File: src/hw/aes_defs.vh
// Offsets, field positions and reset values of the error severity/status bank.
// Included by the bank module; definitions only.
`ifndef AES_DEFS_VH
`define AES_DEFS_VH
`define AES_OFF_SEV 12'h10C
`define AES_OFF_CES 12'h110
`define AES_OFF_CMASK 12'h200
`define AES_OFF_UMASK 12'h204
`define AES_OFF_UEVT 12'h208
`define AES_SEV_LO 16
`define AES_SEV_HI 20
`define AES_SEV_RST 5'h06
`define AES_BIT_RXERR 0
`define AES_BIT_BADPKT 6
`define AES_BIT_BADLNK 7
`define AES_BIT_RPLYRO 8
`define AES_BIT_RTIMEO 12
`define AES_BIT_ADVNF 13
`define AES_CES_VALID 32'h000031C1
`define AES_CES_RST 32'h00000000
`define AES_UMASK_RST 5'h00
`define AES_CMASK_RST 32'h00002000
`define AES_RESP_OKAY 2'h0
`define AES_RESP_SLVERR 2'h2
`endif

File: src/hw/aes_bank.v
// Severity select bits and correctable status flags of a switch port's error logic.
// Assumes events are one-cycle pulses on aclk; sticky_rstn is the power-on reset,
// aresetn the ordinary reset that sticky bits survive.
//
// The AXI4-Lite slave port is this design's own decision.
`timescale 1ns/10ps
`include "aes_defs.vh"
module aes_bank (
  input wire aclk,
  input wire aresetn,
  input wire sticky_rstn,
  input wire [11:0] s_axi_awaddr,
  input wire s_axi_awvalid,
  output wire s_axi_awready,
  input wire [31:0] s_axi_wdata,
  input wire [3:0] s_axi_wstrb,
  input wire s_axi_wvalid,
  output wire s_axi_wready,
  output reg [1:0] s_axi_bresp,
  output reg s_axi_bvalid,
  input wire s_axi_bready,
  input wire [11:0] s_axi_araddr,
  input wire s_axi_arvalid,
  output wire s_axi_arready,
  output reg [31:0] s_axi_rdata,
  output reg [1:0] s_axi_rresp,
  output reg s_axi_rvalid,
  input wire s_axi_rready,
  input wire receive_error_evt,
  input wire bad_transaction_packet_evt,
  input wire bad_link_packet_evt,
  input wire replay_rollover_evt,
  input wire replay_timeout_evt,
  input wire advisory_nonfatal_evt,
  input wire [4:0] uncorr_evt,
  output reg fatal_report,
  output reg nonfatal_report,
  output reg [4:0] uncorr_log,
  output wire irq
);

  reg [11:0] awaddr_q;
  reg aw_held_q;
  reg [31:0] wdata_q;
  reg [3:0] wstrb_q;
  reg w_held_q;
  reg [4:0] sev_q;
  reg [31:0] ces_q;
  reg [31:0] cmask_q;
  reg [4:0] umask_q;
  reg [31:0] ces_d;
  reg [31:0] evt_vec;
  wire wr_go;
  wire [31:0] wmask;
  wire [4:0] live_evt;

  // Lane mask from byte strobes
  function [31:0] lane_mask;
    input [3:0] strb;
    begin
      lane_mask = {{8{strb[3]}}, {8{strb[2]}}, {8{strb[1]}}, {8{strb[0]}}};
    end
  endfunction

  // Word-aligned register select
  function hit;
    input [11:0] addr;
    input [11:0] off;
    begin
      hit = (addr[11:2] == off[11:2]);
    end
  endfunction

  // Hold address and data separately; accept in either order
  assign s_axi_awready = !aw_held_q && !s_axi_bvalid;
  assign s_axi_wready = !w_held_q && !s_axi_bvalid;
  assign wr_go = aw_held_q && w_held_q;
  assign wmask = lane_mask(wstrb_q);

  always @(posedge aclk) begin
    if (!aresetn) begin
      aw_held_q <= 1'b0;
      w_held_q <= 1'b0;
      awaddr_q <= 12'h000;
      wdata_q <= 32'h00000000;
      wstrb_q <= 4'h0;
      s_axi_bvalid <= 1'b0;
      s_axi_bresp <= `AES_RESP_OKAY;
    end else begin
      if (s_axi_awvalid && s_axi_awready) begin
        aw_held_q <= 1'b1;
        awaddr_q <= s_axi_awaddr;
      end
      if (s_axi_wvalid && s_axi_wready) begin
        w_held_q <= 1'b1;
        wdata_q <= s_axi_wdata;
        wstrb_q <= s_axi_wstrb;
      end
      if (wr_go) begin
        aw_held_q <= 1'b0;
        w_held_q <= 1'b0;
        s_axi_bvalid <= 1'b1;
        if (hit(awaddr_q, `AES_OFF_SEV) || hit(awaddr_q, `AES_OFF_CES) ||
            hit(awaddr_q, `AES_OFF_CMASK) || hit(awaddr_q, `AES_OFF_UMASK))
          s_axi_bresp <= `AES_RESP_OKAY;
        else
          s_axi_bresp <= `AES_RESP_SLVERR;
      end else if (s_axi_bvalid && s_axi_bready) begin
        s_axi_bvalid <= 1'b0;
      end
    end
  end

  // Event vector in status layout
  always @* begin
    evt_vec = 32'h00000000;
    evt_vec[`AES_BIT_RXERR] = receive_error_evt;
    evt_vec[`AES_BIT_BADPKT] = bad_transaction_packet_evt;
    evt_vec[`AES_BIT_BADLNK] = bad_link_packet_evt;
    evt_vec[`AES_BIT_RPLYRO] = replay_rollover_evt;
    evt_vec[`AES_BIT_RTIMEO] = replay_timeout_evt;
    evt_vec[`AES_BIT_ADVNF] = advisory_nonfatal_evt;
  end

  // Status next value: set beats a simultaneous clear
  always @* begin
    ces_d = ces_q;
    if (wr_go && hit(awaddr_q, `AES_OFF_CES))
      ces_d = ces_d & ~(wdata_q & wmask);
    ces_d = (ces_d | evt_vec) & `AES_CES_VALID;
  end

  // Sticky state, only the power-on reset clears it
  always @(posedge aclk) begin
    if (!sticky_rstn) begin
      sev_q <= `AES_SEV_RST;
      ces_q <= `AES_CES_RST;
      cmask_q <= `AES_CMASK_RST;
      umask_q <= `AES_UMASK_RST;
    end else begin
      ces_q <= ces_d;
      if (wr_go && wstrb_q[2]) begin
        if (hit(awaddr_q, `AES_OFF_SEV))
          sev_q <= wdata_q[`AES_SEV_HI:`AES_SEV_LO];
        if (hit(awaddr_q, `AES_OFF_UMASK))
          umask_q <= wdata_q[`AES_SEV_HI:`AES_SEV_LO];
      end
      if (wr_go && hit(awaddr_q, `AES_OFF_CMASK))
        cmask_q <= ((cmask_q & ~wmask) | (wdata_q & wmask)) & `AES_CES_VALID;
    end
  end

  assign live_evt = uncorr_evt & ~umask_q;

  // Severity steering, registered for clean outputs
  always @(posedge aclk) begin
    if (!aresetn) begin
      fatal_report <= 1'b0;
      nonfatal_report <= 1'b0;
      uncorr_log <= 5'h00;
    end else begin
      fatal_report <= |(live_evt & sev_q);
      nonfatal_report <= |(live_evt & ~sev_q);
      uncorr_log <= live_evt;
    end
  end

  // Level interrupt while an unmasked flag stands
  assign irq = |(ces_q & ~cmask_q);

  // Read channel, one word at a time
  assign s_axi_arready = !s_axi_rvalid;

  always @(posedge aclk) begin
    if (!aresetn) begin
      s_axi_rvalid <= 1'b0;
      s_axi_rdata <= 32'h00000000;
      s_axi_rresp <= `AES_RESP_OKAY;
    end else if (s_axi_arvalid && s_axi_arready) begin
      s_axi_rvalid <= 1'b1;
      s_axi_rresp <= `AES_RESP_OKAY;
      if (hit(s_axi_araddr, `AES_OFF_SEV))
        s_axi_rdata <= {11'h000, sev_q, 16'h0000};
      else if (hit(s_axi_araddr, `AES_OFF_CES))
        s_axi_rdata <= ces_q;
      else if (hit(s_axi_araddr, `AES_OFF_CMASK))
        s_axi_rdata <= cmask_q;
      else if (hit(s_axi_araddr, `AES_OFF_UMASK))
        s_axi_rdata <= {11'h000, umask_q, 16'h0000};
      else begin
        s_axi_rdata <= 32'h00000000;
        s_axi_rresp <= `AES_RESP_SLVERR;
      end
    end else if (s_axi_rvalid && s_axi_rready) begin
      s_axi_rvalid <= 1'b0;
    end
  end

endmodule // aes_bank

File: config.mk
export PLATFORM = sky130hd
export DESIGN_NAME = aes_bank
export DESIGN_NICKNAME = d
export VERILOG_FILES = /design/src/hw/aes_bank.v
export VERILOG_INCLUDE_DIRS = /design/src /design/src/hw
export SDC_FILE = /design/constraint.sdc
export NUM_CORES = 1
export LEC_CHECK = 0
export BUFFER_PORTS_ARGS = -buffer_cell sky130_fd_sc_hd__clkbuf_2
export CORE_UTILIZATION = 40
export DETAILED_ROUTE_END_ITERATION = 12
export PLACE_DENSITY = 0.7
export SLEW_MARGIN = 40
export SYNTH_ARGS = -nofsm -noshare
export SYNTH_HDL_FRONTEND = slang
export SYNTH_SLANG_ARGS = --single-unit
File: constraint.sdc
create_clock -name aclk -period 3.3 [get_ports aclk]
set_input_delay 0.165 -clock aclk [delete_from_list [all_inputs] [get_ports aclk]]
set_output_delay 0.165 -clock aclk [all_outputs]
set_load 0.005 [all_outputs]
==> Flow_metrics.wiki, run 1 <==
{| class="wikitable"
! Metric !! Value
|-
| Flop pwr share || between 50% and 60%
|-
| Antenna Nets Post-Route || 0
|-
| Maximum cell stage delay along the critical path || 0.62 ns
|-
| DRC violations left || 0
|-
| Clock period minus worst slack || about 1.8 ns
|-
| Wire length of the first global-routing pass || 10.94 mm
|-
| Nature of the critical path endpoint || flop
|-
| Internal power || 1.366 mW
|-
| TritonCTS Buffers || 9
|-
| Clock-pin slew on the worst setup and hold paths || ~0.07 ns
|-
| # setup viols final || 0
|-
| Number of instances in the synthesized netlist || around 370
|-
| Avg Synthesized Cell Area || roughly 8.2 um^2
|-
| Worst EP arrival || just over 2 ns
|-
| Net switching power figure || 0.4349 mW
|-
| Cell type with the largest total area after synthesis || sky130_fd_sc_hd__dfxtp_1
|-
| Final-stage net count || 524
|-
| H-tree Lvls || 3
|-
| Relative contribution of the clock network to total power || 39.3%
|-
| Total Wirelength || 6.731 mm
|-
| Die Area || between 7000 and 8000 um^2
|-
| Peak Freq || between 500 and 600 MHz
|-
| Beginning of the critical path || s_axi_rvalid
|-
| GR Layer Usage met2 || 29.86%
|-
| Worst-Skew Late Latency || between 0.3 and 0.4 ns
|-
| Headroom to the max-slew limit || 47.77%
|-
| Top cell type's share of synthesized area || a little under half
|-
| Sequential element share of the synthesized area || 46.22%
|-
| Total routing resource utilization after global routing || approximately 18%
|-
| Routed WL per cell || about 12 um
|-
| Non-filler instance count after layout || 548
|-
| Standard-cell rows || 31
|-
| Most Used Layer, Global Route || met2
|-
| Unrepaired setup endpoints after global routing || no
|-
| Clock Skews || ~0.008 ns
|-
| Launch point of the worst reg-to-reg path || s_axi_rvalid
|-
| Height of the chip || 89.06 um
|-
| Cell class contributing the biggest share of worst-path delay || simple AND/OR/NAND/NOR gates
|-
| Remaining global-route overflow || 0
|-
| MaxCap Viol Count || 0
|-
| Half-perimeter wire length of the detailed placement result || 5.024 mm
|-
| DRC violation total after the first TritonRoute iteration || about 110
|-
| Width of the chip || just under 90 um
|-
| Fraction of layout instances using a drive strength above 1 || between 20% and 30%
|-
| Number of buffers added for setup after CTS || 0
|-
| Router iterations before antenna repair || 5
|-
| Vias in the first global route || between 2000 and 2500
|-
| Worst endpoint required time || between 3 and 4 ns
|-
| I/O pin total || between 100 and 150
|-
| Max-slew violation count || 0
|-
| R2r setup slk || between 1.5 and 2 ns
|-
| Worst reg-to-reg path cell count || 4
|-
| Number of cells upsized or downsized after cts || 0
|-
| CP Launch Type || flop
|-
| GR Layer Usage met3 || under 10%
|-
| Std-Cell Core Area || roughly 7300 um^2
|-
| Fraction of the cycle the final worst path needs || between 50% and 60%
|-
| Clock tree from TritonCTS || done
|-
| Distinct cell type count of the synthesized netlist || 46
|-
| Maximum vdd ir drop || ~0.29 mV
|-
| Mapped Area || between 3000 and 4000 um^2
|-
| GRT met1 Usage || roughly a quarter
|-
| Number of cells after detailed placement || 532
|-
| Pin count of the biggest net entering global routing || 34
|-
| Routed via count || 2691
|-
| Number of sinks handled by clock tree synthesis || 70
|-
| Power density over the cells || approximately 500 nW/um^2
|-
| Portion of total power attributed to combinational logic || about a tenth
|-
| Number of synthesized register bits || 70
|-
| Actual slew at the worst max-slew pin || between 0.7 and 0.8 ns
|-
| Class of the tightest hold or removal check || primary input to flop
|-
| Fill cell count || between 700 and 800
|-
| Status || finished, final reports clean
|-
| # port buffers || 78
|-
| Count of final hold-check violations || 0
|-
| Switching power as a share of total power || 24.15%
|-
| Series of cell instances along the critical path || nor2b_1 > nand2_1 > or3_1 > o21ai_0
|-
| Area growth syn-to-layout || 19.77%
|-
| Yosys Warn Count || 0
|-
| Cell at the root of the clock tree || sky130_fd_sc_hd__clkbuf_8
|-
| Area contributors post-synth || sky130_fd_sc_hd__dfxtp_1 46%, sky130_fd_sc_hd__nand2_1 9.3%, sky130_fd_sc_hd__a21oi_1 6.4%
|-
| Buf+Inv Stages, Crit Path || 0
|-
| Static Leakage || 1.496 nW
|-
| Capturing instance or port of the critical path || s_axi_rdata[0]
|-
| Critical-path cell with the highest stage delay || sky130_fd_sc_hd__nor2b_1
|-
| Critical Path Stages || 4
|-
| Initial antenna violation count || 0
|-
| End of the worst register-to-register path || s_axi_rdata[0]
|-
| Crit-path max FO || 13
|-
| Diode insertion count for antenna repair || 0
|-
| Maximum clock path buffer count || 2
|-
| Average via count per standard cell || 4.911
|-
| Global placement routability congestion || just under 0.8
|-
| Crit Path Category || flop to flop
|-
| Initial cell density of the core || roughly two fifths
|-
| TNS Setup || 0 ns
|}
-- final cells by class --
type / instances / area (um^2) / area share, %
Multi-Input combinational cell: 263 / 1411 / 38.87
Sequential cell: 70 / 1401 / 38.59
Timing Repair Buffer: 80 / 407.9 / 11.23
Clock buffer: 12 / 165.2 / 4.549
Tap cell: 99 / 123.9 / 3.411
Inverter: 21 / 78.83 / 2.171
Clock inverter: 3 / 42.54 / 1.172
-- cells in the final DEF, fill, tap and decap left out, types with 8 or more instances in the layout --
cell type,instances
sky130_fd_sc_hd__clkbuf_8,12
sky130_fd_sc_hd__a22oi_1,11
sky130_fd_sc_hd__nor2_1,10
sky130_fd_sc_hd__dfxtp_1,70
sky130_fd_sc_hd__mux2i_1,8
sky130_fd_sc_hd__clkbuf_2,78
sky130_fd_sc_hd__inv_1,20
sky130_fd_sc_hd__a21oi_1,39
sky130_fd_sc_hd__nand2_1,75
sky130_fd_sc_hd__conb_1,23
sky130_fd_sc_hd__o21ai_0,25
-- kinds of logic after synthesis --
group,count (synthesis),share of synthesized area [%]
buffers and inverters,57,9.946
DFF,70,46.22
muxes,8,2.641
other,1,0.1237
and+or+nand+nor,139,23.32
AOI/OAI and AO/OA,93,17.75
-- worst min-delay path by stage --
stage	start	endpoint	slack (ns)	cells past startpoint
after floorplan	s_axi_rready	s_axi_rvalid	0.26	1
after global placement	s_axi_rready	s_axi_rvalid	0.36	2
after detailed placement	s_axi_rready	s_axi_rvalid	0.35	2
after CTS	s_axi_awaddr[5]	awaddr_q[5]	0.02	3
after global routing	s_axi_awaddr[3]	awaddr_q[3]	0.02	3
final	s_axi_awaddr[5]	awaddr_q[5]	0.04	3
-- synthesized netlist by cell type (all sizes together) --
master	n
a21oi	39
o41ai	1
nor4b	2
nand3b	2
o21ai	25
clkinv	1
mux2i	8
or3	1
nand4	2
a22oi	11
nor2	11
nor4	4
and3b	1
clkbuf	10
and4	2
nand2	75
nor2b	5
a222oi	1
o311ai	2
and3	4
conb	1
nor3	2
o22ai	2
nand3	7
or4	1
nand4b	1
o221ai	1
and2	6
o32ai	1
nor3b	5
nor4bb	2
a31oi	7
a211oi	1
o2bb2ai	1
a221oi	1
inv	20
nand2b	6
buf	26
dfxtp	70
-- state kept, by name (all words and copies together), names as in the netlist, 3 cells and up, named ones only --
| signal | cells |
|---|---|
| ces_q | 6 |
| wstrb_q | 3 |
| wdata_q | 11 |
| uncorr_log | 5 |
| s_axi_rdata | 11 |
| awaddr_q | 10 |
| sev_q | 5 |
| umask_q | 5 |
-- repair_timing --
action                     4_1_cts  5_1_grt
hold endpoints to repair         1        0
setup endpoints to repair        0        0
hold buffers                     1        0
-- routing by layer --
metal / vias up / part of all wire, %
met4: 0 / 0.37
met5: - / 0
met2: 99 / 46
met1: 1208 / 48
met3: 2 / 6.5
li1: 1382 / -
-- through the flow --
stage / utilization (%) / area [um^2] / worst slack (ns) / hold WS, ns / power, mW
after detailed placement: 46.81 / 3413 / 1.519 / 0.3530 / 1.111
after CTS: 49.79 / 3631 / 1.499 / 0.02163 / 1.824
after global routing: 49.79 / 3631 / 1.333 / 0.02478 / 1.893
after floorplan: - / 3114 / 1.945 / 0.2640 / 1.052
after global placement: 46.81 / 3413 / 1.591 / 0.3575 / 1.106
final: 49.79 / 3631 / 1.521 / 0.04190 / 1.801
-- power by group through the flow --
stage / clock (mW) / combinational, mW / sequential, mW
detailed placement: 0 / 0.177 / 0.934
floorplan: 0 / 0.125 / 0.927
CTS: 0.730 / 0.179 / 0.915
finish: 0.707 / 0.178 / 0.915
global route: 0.766 / 0.207 / 0.920
global placement: 0 / 0.173 / 0.932
-- worst register-to-register path: stages (launching register included) --
cell,delay (ns)
sky130_fd_sc_hd__dfxtp_1,0.34
sky130_fd_sc_hd__nor2b_1,0.62
sky130_fd_sc_hd__nand2_1,0.15
sky130_fd_sc_hd__or3_1,0.42
sky130_fd_sc_hd__o21ai_0,0.18
No activity file was read; power rests on OpenSTA's default activity.
==> run 2, diff against run 1 <==
- clock period: 3.3 -> 1.82 ns (I/O delays scaled with it)
==> run 2 against run 1 <==
  * Flip-flop and latch count did not move
  * Clock skew rose by 0.0033 ns
  * Critical path type unchanged
  * Total power is 88% higher
  * Highest routed layer unchanged
  * Worst setup slack worse by 1.3 ns
  * Cell count rose by 6.9%
  * Critical path depth stayed put
  * Fmax grew 9.1%
  * Sequential share of layout area is 3.6 points lower
  * Via count up 4.7%
  * Count of clock-buffer cells in the layout fell by 1
  * Hold slack lost 0.020 ns
  * Combinational power increased by 120%
==> Flow_metrics.wiki, run 2 (same netlist as run 1, synthesis figures left out) <==
{| class="wikitable"
! Metric !! Value
|-
| Status || finished, final reports clean
|-
| Peak Freq || 613.0 MHz
|-
| Antenna Nets Post-Route || 0
|-
| Initial cell density of the core || around two fifths
|-
| Fraction of the cycle the final worst path needs || about nine tenths
|-
| Initial antenna violation count || 0
|-
| Total routing resource utilization after global routing || 19.57%
|-
| Maximum clock path buffer count || 2
|-
| Die Area || 7932 um^2
|-
| Leading registers by flop count || s_axi_rdata: 11 flops, wdata_q: 11 flops, awaddr_q: 10 flops
|-
| DRC violation total after the first TritonRoute iteration || 127
|-
| Std-Cell Core Area || around 7300 um^2
|-
| Total Wirelength || roughly 7 mm
|-
| TritonCTS Buffers || 9
|-
| Design Power || 3.391 mW
|-
| TNS Setup || 0 ns
|-
| Global placement routability congestion || just under 0.8
|-
| Footprint of the multi-input gates || 1418 um^2
|-
| Static Leakage || around 1.7 nW
|-
| Commonest cells after routing, fill and taps aside || 78 x sky130_fd_sc_hd__clkbuf_2, 75 x sky130_fd_sc_hd__nand2_1, 70 x sky130_fd_sc_hd__dfxtp_1
|-
| # port buffers || between 70 and 80
|-
| Headroom to the max-slew limit || approximately two thirds
|-
| Maximum vdd ir drop || just under 0.6 mV
|-
| CP Launch Type || flop
|-
| Clock tree from TritonCTS || done
|-
| Unrepaired setup endpoints after global routing || no
|-
| Post-layout util || about 55%
|-
| Worst reg-to-reg path cell count || 4
|-
| Most common cell after layout, fill and taps aside || sky130_fd_sc_hd__clkbuf_2
|-
| H-tree Lvls || 3
|-
| Area growth syn-to-layout || 32.03%
|-
| Remaining global-route overflow || 0
|-
| Standard-cell rows || 31
|-
| Fill cell count || slightly above 700
|-
| Worst endpoint required time || around 2.1 ns
|-
| Average via count per standard cell || about 4.8
|-
| Wire length of the first global-routing pass || roughly 12 mm
|-
| Fraction of layout instances using a drive strength above 1 || between 20% and 30%
|-
| Max-slew violation count || 0
|-
| Non-filler instance count after layout || 586
|-
| # setup viols final || 0
|-
| Number of sinks handled by clock tree synthesis || 70
|-
| Number of cells after detailed placement || roughly 540
|-
| DRC violations left || 0
|-
| Width of the chip || between 80 and 90 um
|-
| MaxCap Viol Count || 0
|-
| Pin count of the biggest net entering global routing || 34
|-
| Crit-path max FO || 6
|-
| Actual slew at the worst max-slew pin || 0.5018 ns
|-
| Height of the chip || around 90 um
|-
| Class of the tightest hold or removal check || primary input to flop
|-
| Cell depth of the worst hold path || 2
|-
| Routed via count || 2818
|-
| Worst EP arrival || about 1.9 ns
|-
| Storage cell area || between 1000 and 1500 um^2
|-
| Diode insertion count for antenna repair || 0
|-
| Clock Skews || approximately 0.011 ns
|-
| Worst slack at placement || roughly 0.19 ns
|-
| Cell at the root of the clock tree || sky130_fd_sc_hd__clkbuf_8
|-
| Clock period minus worst slack || between 1.5 and 2 ns
|-
| Router iterations before antenna repair || 4
|-
| Half-perimeter wire length of the detailed placement result || between 5 and 6 mm
|-
| Vias in the first global route || 2632
|-
| I/O pin total || about 130
|-
| Clock-pin slew on the worst setup and hold paths || 0.07 ns
|-
| Worst setup margin || between 0.15 and 0.2 ns
|-
| Worst-Skew Late Latency || between 0.3 and 0.4 ns
|-
| Power density over the cells || 847.2 nW/um^2
|-
| Nature of the critical path endpoint || flop
|-
| Routed WL per cell || between 10 and 15 um
|-
| Crit Path Category || flop to flop
|-
| Count of final hold-check violations || 0
|-
| Final-stage net count || between 500 and 600
|}
==> run 2: power breakdown <==
part | switching (mW) | internal (mW)
sequential | 0.0563 | 1.60
clock | 0.565 | 0.774
combinational | 0.198 | 0.194
total | 0.819 | 2.57
==> run 2: timing repair <==
| action | in CTS | in global routing |
|---|---|---|
| setup buffers | 0 | 0 |
| hold buffers | 33 | 0 |
| endpoints found under the hold margin | 32 | 0 |
| resized for setup | 0 | 1 |
| endpoints found under the setup margin | 0 | 11 |
==> run 2: worst max-delay path, stage by stage, from the launching register on <==
cell,delay (ns)
sky130_fd_sc_hd__dfxtp_1,0.41
sky130_fd_sc_hd__nor4b_1,0.36
sky130_fd_sc_hd__nand2_1,0.21
sky130_fd_sc_hd__nor2_1,0.36
sky130_fd_sc_hd__mux2i_1,0.22
==> run 2: worst paths after layout <==
| kind | startpoint | end | slack [ns] |
|---|---|---|---|
| hold reg to reg | wdata_q[16] | wdata_q[16] | 0.46 |
| hold / removal | uncorr_evt[4] | uncorr_log[4] | 0.02 |
| setup reg to reg | awaddr_q[8] | sev_q[0] | 0.19 |
| setup / recovery | awaddr_q[8] | sev_q[0] | 0.19 |
==> run 2: metrics by stage <==
stage	area (um^2)	hold WS [ns]
2_1_floorplan	3114	0.1900
3_3_place_gp	3451	0.2839
3_5_place_dp	3451	0.2862
4_1_cts	3996	0.004135
5_1_grt	4003	0.008760
6_report	4003	0.02208
==> run 2: area by class of cell <==
type | instances | area share (%)
tap | 99 | 3.095
timing repair buffer | 117 | 19.13
clock inverter | 5 | 2.094
clock buffer | 11 | 3.282
sequential | 70 | 35.01
inverter | 21 | 1.969
multi-input combinational | 263 | 35.42
==> run 2: metal layers <==
metal  vias up  global-route usage, %  part of all wire, %  routed length, um
li1       1450                      -                    -                  -
met3         8                  4.709                  5.5                383
met5         -                      0                    0                  0
met1      1269                  24.56                   47               3273
met4         0                  7.359                  1.3                 89
met2        91                  32.73                   46               3237
